<file path="src/design/fpk_pkg.sv">
package fpk_pkg;

  // key debounce / auto-repeat / flash timing, memory retention
  localparam int unsigned CLK_HZ           = 200_000_000;
  localparam int unsigned DEBOUNCE_MS      = 10;
  localparam int unsigned DEBOUNCE_CYC     = CLK_HZ / 1000 * DEBOUNCE_MS;
  localparam int unsigned REPEAT_DELAY_MS  = 500;
  localparam int unsigned REPEAT_DELAY_CYC = CLK_HZ / 1000 * REPEAT_DELAY_MS;
  localparam int unsigned REPEAT_RATE_MS   = 100;
  localparam int unsigned REPEAT_RATE_CYC  = CLK_HZ / 1000 * REPEAT_RATE_MS;
  localparam int unsigned FLASH_MS         = 250;
  localparam int unsigned FLASH_CYC        = CLK_HZ / 1000 * FLASH_MS;
  localparam int unsigned RETENTION_HOURS  = 100;

  localparam int unsigned NUM_MAIN_KEYS = 16;
  localparam int unsigned MAIN_IDX_W    = 4;
  localparam int unsigned LIST_W        = 8;

  typedef enum logic [1:0] {
    FPK_MODE_NORMAL,
    FPK_MODE_SETUP,
    FPK_MODE_NUMBER
  } fpk_mode_e;

  typedef enum logic [1:0] {
    FPK_MSG_NONE,
    FPK_MSG_RESTORED,
    FPK_MSG_RESET,
    FPK_MSG_INITIALISED
  } fpk_msg_e;

  // one decoded main-key event
  typedef struct packed {
    logic                  valid;
    fpk_mode_e             mode;
    logic [MAIN_IDX_W-1:0] key;
  } fpk_key_evt_s;

  // power-up housekeeping commands
  typedef struct packed {
    logic load_default_settings;
    logic erase_history;
    logic erase_setups;
  } fpk_pwrup_cmd_s;

  localparam logic [1:0] TWO_STATE_OFF   = 2'h0;
  localparam logic [1:0] TWO_STATE_UPPER = 2'h1;
  localparam logic [1:0] TWO_STATE_LOWER = 2'h2;

endpackage : fpk_pkg

</file>
<file path="src/design/fpk_front_panel.sv">
//////////////////////////////////////////////////////////////////////////////
// Contract
// - each shift key press toggles it; on flashes LED, off darkens it (design: outside self test, number pressed with set-up, both off, stays off)
// - both shift keys never on together, except self-test phases (design: both stay on one cycle after self test ends)
// - normal mode two-state key cycles upper, lower, off
// - key LEDs show activity; multi-state key lights only current LED
// - stepping keys move one list entry per press in their direction
// - held stepping key auto-repeats until release
// - both shifts off: main keys act as face labels (normal)
// - set-up shift on: main keys act as parameter-menu functions
// - number shift on, set-up shift off: main keys act as digit keypad
// - power-up shows exactly one of restored, reset, initialised
// - memory intact: keep everything, show restored
// - settings fault: default settings, keep history, show reset
// - retention exceeded: defaults, erase history and set-ups, initialised
//////////////////////////////////////////////////////////////////////////////
`timescale 1ns/10ps
module fpk_front_panel
  import fpk_pkg::*;
#(
  parameter int unsigned NKEYS       = NUM_MAIN_KEYS,
  parameter int unsigned DEB_CYC     = DEBOUNCE_CYC,
  parameter int unsigned RPT_DLY_CYC = REPEAT_DELAY_CYC,
  parameter int unsigned RPT_CYC     = REPEAT_RATE_CYC,
  parameter int unsigned FLS_CYC     = FLASH_CYC
) (
  input  wire logic              clk_i,           // system clock, 200 MHz
  input  wire logic              rst_i,           // async reset, active high
  input  wire logic              setup_key_i,     // raw set-up shift key
  input  wire logic              number_key_i,    // raw number shift key
  input  wire logic              step_up_key_i,   // raw step-forward key
  input  wire logic              step_dn_key_i,   // raw step-back key
  input  wire logic [NKEYS-1:0]  main_keys_i,     // raw main keys
  input  wire logic              self_test_i,     // self-test phase allows both shifts
  input  wire logic [LIST_W-1:0] list_len_i,      // entries in current list
  input  wire logic              list_load_i,     // reload list position to zero
  input  wire logic              mem_intact_i,    // battery memory survived
  input  wire logic              db_fault_i,      // menu settings check failed
  input  wire logic              pwrup_done_i,    // power-up checks valid
  output logic                   setup_led_o,     // set-up shift LED (flashing)
  output logic                   number_led_o,    // number shift LED (flashing)
  output fpk_mode_e              mode_o,          // current key mode
  output fpk_key_evt_s           key_evt_o,       // decoded main key event
  output logic [MAIN_IDX_W-1:0]  digit_o,         // digit for number mode
  output logic                   ohm_upper_led_o, // ohmic-drop comp LED
  output logic                   ohm_lower_led_o, // polarization resist LED
  output logic [1:0]             ohm_state_o,     // two-state key state
  output logic [LIST_W-1:0]      list_pos_o,      // list position
  output logic                   step_up_o,       // step-forward pulse
  output logic                   step_dn_o,       // step-back pulse
  output fpk_msg_e               msg_o,           // power-up message
  output fpk_pwrup_cmd_s         pwrup_cmd_o      // memory housekeeping
);

  localparam int unsigned NRAW = NKEYS + 4;
  localparam int unsigned FW   = $clog2(FLS_CYC + 1);

  //////////////////////////////////////////////////////////////////////////////
  // debounce

  wire [NRAW-1:0] raw = {main_keys_i, step_dn_key_i, step_up_key_i, number_key_i,
                         setup_key_i};
  logic [NRAW-1:0] lvl;
  logic [NRAW-1:0] prs;

  fpk_debounce #(
    .WIDTH      (NRAW),
    .STABLE_CYC (DEB_CYC)
  ) u_deb (
    .clk_i   (clk_i),
    .rst_i   (rst_i),
    .raw_i   (raw),
    .level_o (lvl),
    .press_o (prs)
  );

  wire             setup_prs  = prs[0];
  wire             number_prs = prs[1];
  wire [NKEYS-1:0] main_prs   = prs[NRAW-1:4];

  //////////////////////////////////////////////////////////////////////////////
  // shift keys

  logic setup_on_reg;
  logic number_on_reg;

  // pressing one shift forces the other off outside self test
  wire setup_next  = setup_prs ? !setup_on_reg
                   : (number_prs && !number_on_reg && !self_test_i) ? 1'b0
                   : setup_on_reg;
  wire number_next = number_prs ? !number_on_reg
                   : (setup_prs && !setup_on_reg && !self_test_i) ? 1'b0
                   : number_on_reg;
  // simultaneous presses with both off: set-up wins outside self test
  wire number_adj  = number_next && !(setup_next && !self_test_i);

  always_ff @(posedge clk_i or posedge rst_i) begin
    if (rst_i) begin
      setup_on_reg  <= 1'b0;
      number_on_reg <= 1'b0;
    end else begin
      setup_on_reg  <= setup_next;
      number_on_reg <= number_adj;
    end
  end

  // flash divider: one enable pulse per half period
  logic [FW-1:0] fls_cnt_reg;
  logic          fls_reg;
  wire           fls_tick = fls_cnt_reg == FW'(FLS_CYC - 1);

  always_ff @(posedge clk_i or posedge rst_i) begin
    if (rst_i) begin
      fls_cnt_reg <= '0;
      fls_reg     <= 1'b0;
    end else begin
      fls_cnt_reg <= fls_tick ? '0 : fls_cnt_reg + FW'(1);
      if (fls_tick) fls_reg <= !fls_reg;
    end
  end

  assign setup_led_o  = setup_on_reg && fls_reg;
  assign number_led_o = number_on_reg && fls_reg;

  //////////////////////////////////////////////////////////////////////////////
  // mode and main keys

  wire fpk_mode_e mode_now = setup_on_reg  ? FPK_MODE_SETUP
                           : number_on_reg ? FPK_MODE_NUMBER
                           : FPK_MODE_NORMAL;
  assign mode_o = mode_now;

  function automatic logic [MAIN_IDX_W-1:0] first_idx(input logic [NKEYS-1:0] v);
    logic [MAIN_IDX_W-1:0] r;
    r = '0;
    for (int i = NKEYS - 1; i >= 0; i--) begin
      if (v[i]) r = MAIN_IDX_W'(i);
    end
    return r;
  endfunction : first_idx

  wire                  any_main = |main_prs;
  wire [MAIN_IDX_W-1:0] main_idx = first_idx(main_prs);
  fpk_key_evt_s         evt_reg;
  logic [1:0]           ohm_reg;

  // key 0 is the two-state compensation key in normal mode
  wire ohm_hit = any_main && main_idx == '0 && mode_now == FPK_MODE_NORMAL;
  wire [1:0] ohm_next = (ohm_reg == TWO_STATE_OFF)   ? TWO_STATE_UPPER
                      : (ohm_reg == TWO_STATE_UPPER) ? TWO_STATE_LOWER
                      : TWO_STATE_OFF;

  always_ff @(posedge clk_i or posedge rst_i) begin
    if (rst_i) begin
      evt_reg <= '0;
      ohm_reg <= TWO_STATE_OFF;
    end else begin
      evt_reg.valid <= any_main;
      evt_reg.mode  <= mode_now;
      evt_reg.key   <= main_idx;
      if (ohm_hit) ohm_reg <= ohm_next;
    end
  end

  assign key_evt_o       = evt_reg;
  assign digit_o         = evt_reg.key;
  assign ohm_state_o     = ohm_reg;
  assign ohm_upper_led_o = ohm_reg == TWO_STATE_UPPER;
  assign ohm_lower_led_o = ohm_reg == TWO_STATE_LOWER;

  //////////////////////////////////////////////////////////////////////////////
  // stepping keys

  logic up_stp;
  logic dn_stp;

  fpk_repeat #(
    .DELAY_CYC (RPT_DLY_CYC),
    .RATE_CYC  (RPT_CYC)
  ) u_rpt_up (
    .clk_i   (clk_i),
    .rst_i   (rst_i),
    .press_i (prs[2]),
    .held_i  (lvl[2]),
    .step_o  (up_stp)
  );

  fpk_repeat #(
    .DELAY_CYC (RPT_DLY_CYC),
    .RATE_CYC  (RPT_CYC)
  ) u_rpt_dn (
    .clk_i   (clk_i),
    .rst_i   (rst_i),
    .press_i (prs[3]),
    .held_i  (lvl[3]),
    .step_o  (dn_stp)
  );

  logic [LIST_W-1:0] pos_reg;
  wire [LIST_W-1:0]  last_pos = list_len_i - LIST_W'(1);
  wire               do_up    = up_stp && !dn_stp;
  wire               do_dn    = dn_stp && !up_stp;
  // lists wrap round at either end
  wire [LIST_W-1:0]  pos_next = do_up ? ((pos_reg >= last_pos) ? '0 : pos_reg + LIST_W'(1))
                              : do_dn ? ((pos_reg == '0) ? last_pos : pos_reg - LIST_W'(1))
                              : pos_reg;

  always_ff @(posedge clk_i or posedge rst_i) begin
    if (rst_i) pos_reg <= '0;
    else if (list_load_i) pos_reg <= '0;
    else pos_reg <= pos_next;
  end

  assign list_pos_o = pos_reg;
  assign step_up_o  = do_up;
  assign step_dn_o  = do_dn;

  //////////////////////////////////////////////////////////////////////////////
  // power-up message

  fpk_msg_e       msg_reg;
  fpk_pwrup_cmd_s cmd_reg;

  wire fpk_msg_e msg_pick = !mem_intact_i ? FPK_MSG_INITIALISED
                          : db_fault_i    ? FPK_MSG_RESET
                          : FPK_MSG_RESTORED;

  // decided once; later input changes do not alter it
  always_ff @(posedge clk_i or posedge rst_i) begin
    if (rst_i) begin
      msg_reg <= FPK_MSG_NONE;
      cmd_reg <= '0;
    end else if (pwrup_done_i && msg_reg == FPK_MSG_NONE) begin
      msg_reg                       <= msg_pick;
      cmd_reg.load_default_settings <= msg_pick != FPK_MSG_RESTORED;
      cmd_reg.erase_history         <= msg_pick == FPK_MSG_INITIALISED;
      cmd_reg.erase_setups          <= msg_pick == FPK_MSG_INITIALISED;
    end else begin
      cmd_reg <= '0;
    end
  end

  assign msg_o       = msg_reg;
  assign pwrup_cmd_o = cmd_reg;

  //////////////////////////////////////////////////////////////////////////////
  // checks

  chk_shift_excl: assert property (@(posedge clk_i) disable iff (rst_i)
    !self_test_i |=> !(setup_on_reg && number_on_reg))
    else $error("both shift keys on outside self test");

  chk_shift_toggle: assert property (@(posedge clk_i) disable iff (rst_i)
    setup_prs |=> setup_on_reg != $past(setup_on_reg))
    else $error("set-up shift did not toggle");

  chk_two_state: assert property (@(posedge clk_i) disable iff (rst_i)
    ohm_hit && ohm_reg == TWO_STATE_LOWER |=> ohm_reg == TWO_STATE_OFF)
    else $error("two-state key did not return to off");

  chk_led_one: assert property (@(posedge clk_i) disable iff (rst_i)
    !(ohm_upper_led_o && ohm_lower_led_o))
    else $error("both state LEDs lit");

  chk_step_one: assert property (@(posedge clk_i) disable iff (rst_i)
    do_up && !list_load_i && pos_reg < last_pos |=> pos_reg == $past(pos_reg) + 1)
    else $error("step did not move one entry");

  chk_mode_map: assert property (@(posedge clk_i) disable iff (rst_i)
    any_main && setup_on_reg |=> key_evt_o.valid && key_evt_o.mode == FPK_MODE_SETUP)
    else $error("set-up mode event wrong");

  chk_msg_once: assert property (@(posedge clk_i) disable iff (rst_i)
    msg_o != FPK_MSG_NONE |=> msg_o == $past(msg_o))
    else $error("power-up message changed");

  chk_init_erase: assert property (@(posedge clk_i) disable iff (rst_i)
    pwrup_done_i && msg_reg == FPK_MSG_NONE && !mem_intact_i
      |=> pwrup_cmd_o.erase_history && msg_o == FPK_MSG_INITIALISED)
    else $error("initialise did not erase");

  chk_number_toggle: assert property (@(posedge clk_i) disable iff (rst_i)
    number_prs && !setup_prs |=> number_on_reg != $past(number_on_reg))
    else $error("number shift did not toggle");

  chk_step_back: assert property (@(posedge clk_i) disable iff (rst_i)
    do_dn && !list_load_i && pos_reg != '0 |=> pos_reg == $past(pos_reg) - LIST_W'(1))
    else $error("back step did not move one entry");

  // a step with the key already released would be a phantom repeat
  chk_step_held: assert property (@(posedge clk_i) disable iff (rst_i)
    up_stp |-> lvl[2])
    else $error("forward step without key held");

  chk_mode_normal: assert property (@(posedge clk_i) disable iff (rst_i)
    any_main && !setup_on_reg && !number_on_reg |=> key_evt_o.mode == FPK_MODE_NORMAL)
    else $error("normal mode event wrong");

  chk_mode_number: assert property (@(posedge clk_i) disable iff (rst_i)
    any_main && number_on_reg && !setup_on_reg
      |=> key_evt_o.mode == FPK_MODE_NUMBER && digit_o == $past(main_idx))
    else $error("number mode event wrong");

  chk_reset_keep: assert property (@(posedge clk_i) disable iff (rst_i)
    pwrup_done_i && msg_reg == FPK_MSG_NONE && mem_intact_i && db_fault_i
      |=> msg_o == FPK_MSG_RESET && pwrup_cmd_o.load_default_settings
          && !pwrup_cmd_o.erase_history && !pwrup_cmd_o.erase_setups)
    else $error("settings fault handling wrong");

  chk_restore_keep: assert property (@(posedge clk_i) disable iff (rst_i)
    pwrup_done_i && msg_reg == FPK_MSG_NONE && mem_intact_i && !db_fault_i
      |=> msg_o == FPK_MSG_RESTORED && pwrup_cmd_o == '0)
    else $error("restore touched memory");

  cov_setup_mode: cover property (@(posedge clk_i) disable iff (rst_i) mode_o == FPK_MODE_SETUP);
  cov_ohm_cycle: cover property (@(posedge clk_i) disable iff (rst_i)
    ohm_hit && ohm_reg == TWO_STATE_LOWER ##1 ohm_reg == TWO_STATE_OFF);
  cov_shift_both: cover property (@(posedge clk_i) disable iff (rst_i)
    self_test_i && setup_on_reg && number_on_reg);
  cov_auto_repeat: cover property (@(posedge clk_i) disable iff (rst_i)
    up_stp && !prs[2]);
  cov_msg_reset: cover property (@(posedge clk_i) disable iff (rst_i) msg_o == FPK_MSG_RESET);

endmodule : fpk_front_panel

</file>
<file path="src/design/fpk_debounce.sv">
`timescale 1ns/10ps
module fpk_debounce
  import fpk_pkg::*;
#(
  parameter int unsigned WIDTH      = 4,
  parameter int unsigned STABLE_CYC = DEBOUNCE_CYC
) (
  input  wire logic             clk_i,    // system clock
  input  wire logic             rst_i,    // async reset, active high
  input  wire logic [WIDTH-1:0] raw_i,    // raw key contacts
  output logic      [WIDTH-1:0] level_o,  // debounced level
  output logic      [WIDTH-1:0] press_o   // one-cycle press pulse
);

  localparam int unsigned CW = $clog2(STABLE_CYC + 1);

  for (genvar g = 0; g < WIDTH; g++) begin : g_key
    logic          s1_reg;
    logic          s2_reg;
    logic          lvl_reg;
    logic          pls_reg;
    logic [CW-1:0] cnt_reg;
    wire           differs = s2_reg != lvl_reg;
    wire           settled = cnt_reg == CW'(STABLE_CYC - 1);

    // only a level held for the whole window is taken, so bounce gives one press
    always_ff @(posedge clk_i or posedge rst_i) begin
      if (rst_i) begin
        s1_reg  <= 1'b0;
        s2_reg  <= 1'b0;
        lvl_reg <= 1'b0;
        pls_reg <= 1'b0;
        cnt_reg <= '0;
      end else begin
        s1_reg  <= raw_i[g];
        s2_reg  <= s1_reg;
        pls_reg <= differs && settled && s2_reg;
        if (!differs) cnt_reg <= '0;
        else if (settled) begin
          cnt_reg <= '0;
          lvl_reg <= s2_reg;
        end else cnt_reg <= cnt_reg + CW'(1);
      end
    end
    assign level_o[g] = lvl_reg;
    assign press_o[g] = pls_reg;
  end

endmodule : fpk_debounce

</file>
<file path="src/design/fpk_repeat.sv">
`timescale 1ns/10ps
module fpk_repeat
  import fpk_pkg::*;
#(
  parameter int unsigned DELAY_CYC = REPEAT_DELAY_CYC,
  parameter int unsigned RATE_CYC  = REPEAT_RATE_CYC
) (
  input  wire logic clk_i,    // system clock
  input  wire logic rst_i,    // async reset, active high
  input  wire logic press_i,  // debounced press pulse
  input  wire logic held_i,   // debounced level
  output logic      step_o    // one step pulse
);

  localparam int unsigned CW = $clog2(DELAY_CYC + 1);

  logic [CW-1:0] cnt_reg;
  logic          rpt_reg;
  wire           lim_hit = rpt_reg ? (cnt_reg == CW'(RATE_CYC - 1))
                                   : (cnt_reg == CW'(DELAY_CYC - 1));
  wire           tick    = held_i && !press_i && lim_hit;

  always_ff @(posedge clk_i or posedge rst_i) begin
    if (rst_i) begin
      cnt_reg <= '0;
      rpt_reg <= 1'b0;
    end else if (!held_i || press_i) begin
      cnt_reg <= '0;
      rpt_reg <= 1'b0;
    end else if (lim_hit) begin
      cnt_reg <= '0;
      rpt_reg <= 1'b1;
    end else begin
      cnt_reg <= cnt_reg + CW'(1);
    end
  end

  // first step on the press, then auto-repeat while held
  assign step_o = press_i || tick;

endmodule : fpk_repeat

</file>
<file path="config.mk">
export PLATFORM = sky130hd
export DESIGN_NAME = fpk_front_panel
export DESIGN_NICKNAME = d
export VERILOG_FILES = /design/src/design/fpk_pkg.sv /design/src/design/fpk_front_panel.sv /design/src/design/fpk_debounce.sv /design/src/design/fpk_repeat.sv
export SDC_FILE = /design/constraint.sdc
export NUM_CORES = 1
export LEC_CHECK = 0
export ABC_CLOCK_PERIOD_IN_PS = 27800
export BUFFER_PORTS_ARGS = -buffer_cell sky130_fd_sc_hd__buf_2
export CORE_MARGIN = 2
export CORE_UTILIZATION = 68
export CTS_CLUSTER_SIZE = 24
export DETAILED_ROUTE_END_ITERATION = 8
export PLACE_DENSITY = 0.86
export RECOVER_POWER = 25
export SYNTH_ARGS = -nofsm -noshare
export SYNTH_HDL_FRONTEND = slang
export SYNTH_SLANG_ARGS = --single-unit
</file>
<file path="constraint.sdc">
create_clock -name clk_i -period 27.8 [get_ports clk_i]
set_input_delay 2.78 -clock clk_i [delete_from_list [all_inputs] [get_ports clk_i]]
set_output_delay 2.78 -clock clk_i [all_outputs]
set_load 0.1 [all_outputs]
</file>
==> results.md <==
* Max FO, Critical Path at 163
* GR Util All Layers at 0.273
* TritonCTS Sinks at around 610
* Seq/Total Area, Yosys at 0.538
* Worst slew pin tran at roughly 1.2 ns
* GRT Residual Overflow at 0
* Fin Setup TNS at 0 ns
* Switching pwr at around 0.4 mW
* Worst R2R Start: u_rpt_dn.cnt_reg[18]
* Synthesized netlist net count at between 2000 and 3000
* Post-synthesis register bit count at between 600 and 700
* Asr flop ratio synth at 1.00
* Clk network pwr share at 0.453
* Hold-fix buffers at CTS at 0
* Syn avg cell area at slightly above 10 um2
* Die width at 208 um
* Slowest library cell on the worst path: buf_4
* Most common cell after layout, fill and taps aside: dfrtp_1
* # nets final at 2933
* PwrDens at around 57 nW/um2
* Top Ports at between 60 and 70
* Routed Antenna Nets at 0
* Vias in the first global route at just over 20000
* Fin crit period at approximately 7.4 ns
* Lkg Pwr at between 10 and 15 nW
* Largest family of logic cells by synthesized area: simple AND/OR/NAND/NOR gates
* DRT iter0 DRCs at approximately 1700
* Worst Skew at between 0.015 and 0.02 ns
* Post-CTS Setup Inserts at 0
* Crit path from: rst_i
* DR WL/cell at between 15 and 20 um
* Clock transition at the registers of the reported paths at around 0.060 ns
* Area of the mapped netlist at roughly 28000 um2
* Worst-Skew Late Latency at a little over 0.6 ns
* Die height at approximately 210 um
* Data arrival, critical path at approximately 8 ns
* Synth cell types at 61
* CTS tree: done
* RSZ-0062 raised after global routing: false
* Synth Area in Compound Gates at 0.0287
* CP peak stage delay at around 0.9 ns
* Largest net degree at the start of global routing at between 150 and 200
* Core box area at about 41000 um2
* Worst Setup End Kind: async pin
* Fin crit share at 0.266
* Root Driver: clkbuf_16
* Setup CP Type: input pin to async pin
* Total power at about 1.7 mW
* Initial antenna violation count at 2
* Clock buffer depth at 3
* Most frequent cells in the layout: dfrtp_1, nor2_1, xor2_1
* Post-CTS sizing at 0
* Core Rows at 74
* Outcome: complete, no violations
* WP data required at about 28 ns
* Critical Path Most Common Cell: buf_4
* Multiplexer area fraction after synthesis at 0.0107
* Crit path launch type: input pin
* Ys flop type: dfrtp_1
* Setup violators final at 0
* Int Power at between 1 and 1.5 mW
* Pre-antenna DRT Iters at 5
* EDFF count, synth at 0
* Initial core utilization at 0.690
* Routed wire length at approximately 58000 um
* Port bufs at between 60 and 70
* CP cell instances: buf_2 > inv_8 > buf_4 > buf_4 > buf_12 > buf_4 > buf_4
* Share of layout cells above drive strength 1 at 0.0745
* Synth warn at 0
* Max-cap violations at 0
* Flop pwr share at 0.517
* Net Sw Frac at 0.223
* Num CTS Buffers at slightly below 60
* Slew Limit Fails at 0
* Achievable Freq at roughly 140 MHz
* Endpoints failing hold at 0
* Post-synthesis to final-layout area growth at 9.48%
* Peak VDD IR at between 0.00005 and 0.00006 V
* Vias at roughly 20000
* First-pass GRT wire length at between 90000 and 100000 um
* Htree depth at 2
* Logic gate share of total power at 0.030
* Synth Area in XOR/XNOR at 0.139
* Worst min path class: register to register
* Die area at ~43000 um2
* Synth Area in Adders at 0.0156
* Number of cells produced by synthesis at approximately 2800
* Slew headroom at 0.227
* Max FFs per register at 420
* DR vias/cell at 5.94
* # DRC at 0
* Hold path start: u_deb.g_key[7].s1_reg
* GP Congestion at 0.854
* Post-Synth Simple-Gate Area at 0.250
* Post-DP HPWL at about 37000 um
==> Yosys cell counts (3+ instances only) <==
master / count / area share
dfrtp_1: 606 / 0.54
o21ai_0: 51 / 0.0091
nand3_1: 214 / 0.038
nor3_1: 45 / 0.0080
or4_1: 3 / 0.00080
or3b_2: 3 / 0.00093
nand2b_1: 9 / 0.0020
clkbuf_1: 52 / 0.0069
ha_1: 35 / 0.016
nand3b_1: 13 / 0.0035
and2_1: 21 / 0.0047
xnor2_1: 165 / 0.051
mux2_2: 24 / 0.0096
mux2i_1: 3 / 0.0011
or3_1: 44 / 0.0098
nor4bb_1: 13 / 0.0046
nor2_1: 546 / 0.073
and3_1: 71 / 0.016
nor2b_1: 19 / 0.0042
a22oi_1: 3 / 0.00080
xor2_1: 282 / 0.088
inv_1: 50 / 0.0067
or2_2: 14 / 0.0031
nand4b_1: 4 / 0.0012
nor4_1: 41 / 0.0091
buf_4: 6 / 0.0016
nand4_1: 86 / 0.019
and4_1: 37 / 0.012
nand2_1: 193 / 0.026
a21oi_1: 51 / 0.0091
nor4b_1: 16 / 0.0050
nor3b_1: 20 / 0.0053
and3b_1: 8 / 0.0025
a21boi_0: 5 / 0.0013
buf_2: 7 / 0.0012
==> power by group through the flow <==
stage / clock [mW] / sequential (mW) / combinational, mW
after floorplan: 0 / 0.919 / 0.0368
after global placement: 0 / 0.918 / 0.0514
after detailed placement: 0 / 0.919 / 0.0535
after CTS: 0.803 / 0.903 / 0.0546
after global routing: 0.843 / 0.904 / 0.0617
final: 0.792 / 0.903 / 0.0531
==> routing by layer <==
layer | vias to the layer above | share of wire | GRT usage
met5 | - | 0 | 0
met2 | 503 | 0.50 | 0.467
met4 | 0 | 0.029 | 0.0929
met3 | 143 | 0.041 | 0.0340
met1 | 10210 | 0.43 | 0.364
li1 | 9614 | - | -
==> stage by stage <==
step | util | setup WS [ns] | area (um2) | hold slack, ns | instances
3_3_place_gp | 0.709 | 19.68 | 28900 | 0.331 | 3335
2_1_floorplan | - | 8.05 | 28200 | 0.331 | 2797
3_5_place_dp | 0.709 | 19.51 | 28900 | 0.336 | 3335
6_report | 0.755 | 20.41 | 30800 | 0.348 | 3445
4_1_cts | 0.756 | 20.17 | 30900 | 0.349 | 3444
5_1_grt | 0.755 | 19.44 | 30800 | 0.357 | 3445
==> critical path: cells and delay by family <==
family / cells / cell delay (ns)
buf+inv: 7 / 4.86
==> cell type report <==
type	instances	area [um2]
Inverter	50	195
Tap cell	532	666
Sequential cell	606	15200
Multi-Input combinational cell	2073	12500
Clock inverter	25	234
Antenna cell	1	2.50
Clock buffer	84	1700
Timing Repair Buffer	74	398
Fill cell	2614	10000
==> path summary, 6_finish.rpt <==
check	end	slack, ns	cells past startpoint
max	u_rpt_up.cnt_reg[2]	20.41	7
min	u_deb.g_key[7].s2_reg	0.35	0
max reg2reg	list_pos_o[3]	24.62	7
min reg2reg	u_deb.g_key[7].s2_reg	0.35	0
max in group clk_i	step_dn_o	21.20	6
min in group asynchronous	u_deb.g_key[4].cnt_reg[1]	2.33	2
==> cells by family after synthesis <==
group | count (synthesis)
AO/OA/AOI/OAI | 135
XOR/XNOR | 447
adder cells (fa/ha/maj) | 35
buffers and inverters | 118
flip-flops | 606
multiplexers | 27
AND/OR/NAND/NOR | 1429
Note: power is estimated with default switching activity, not from simulation.
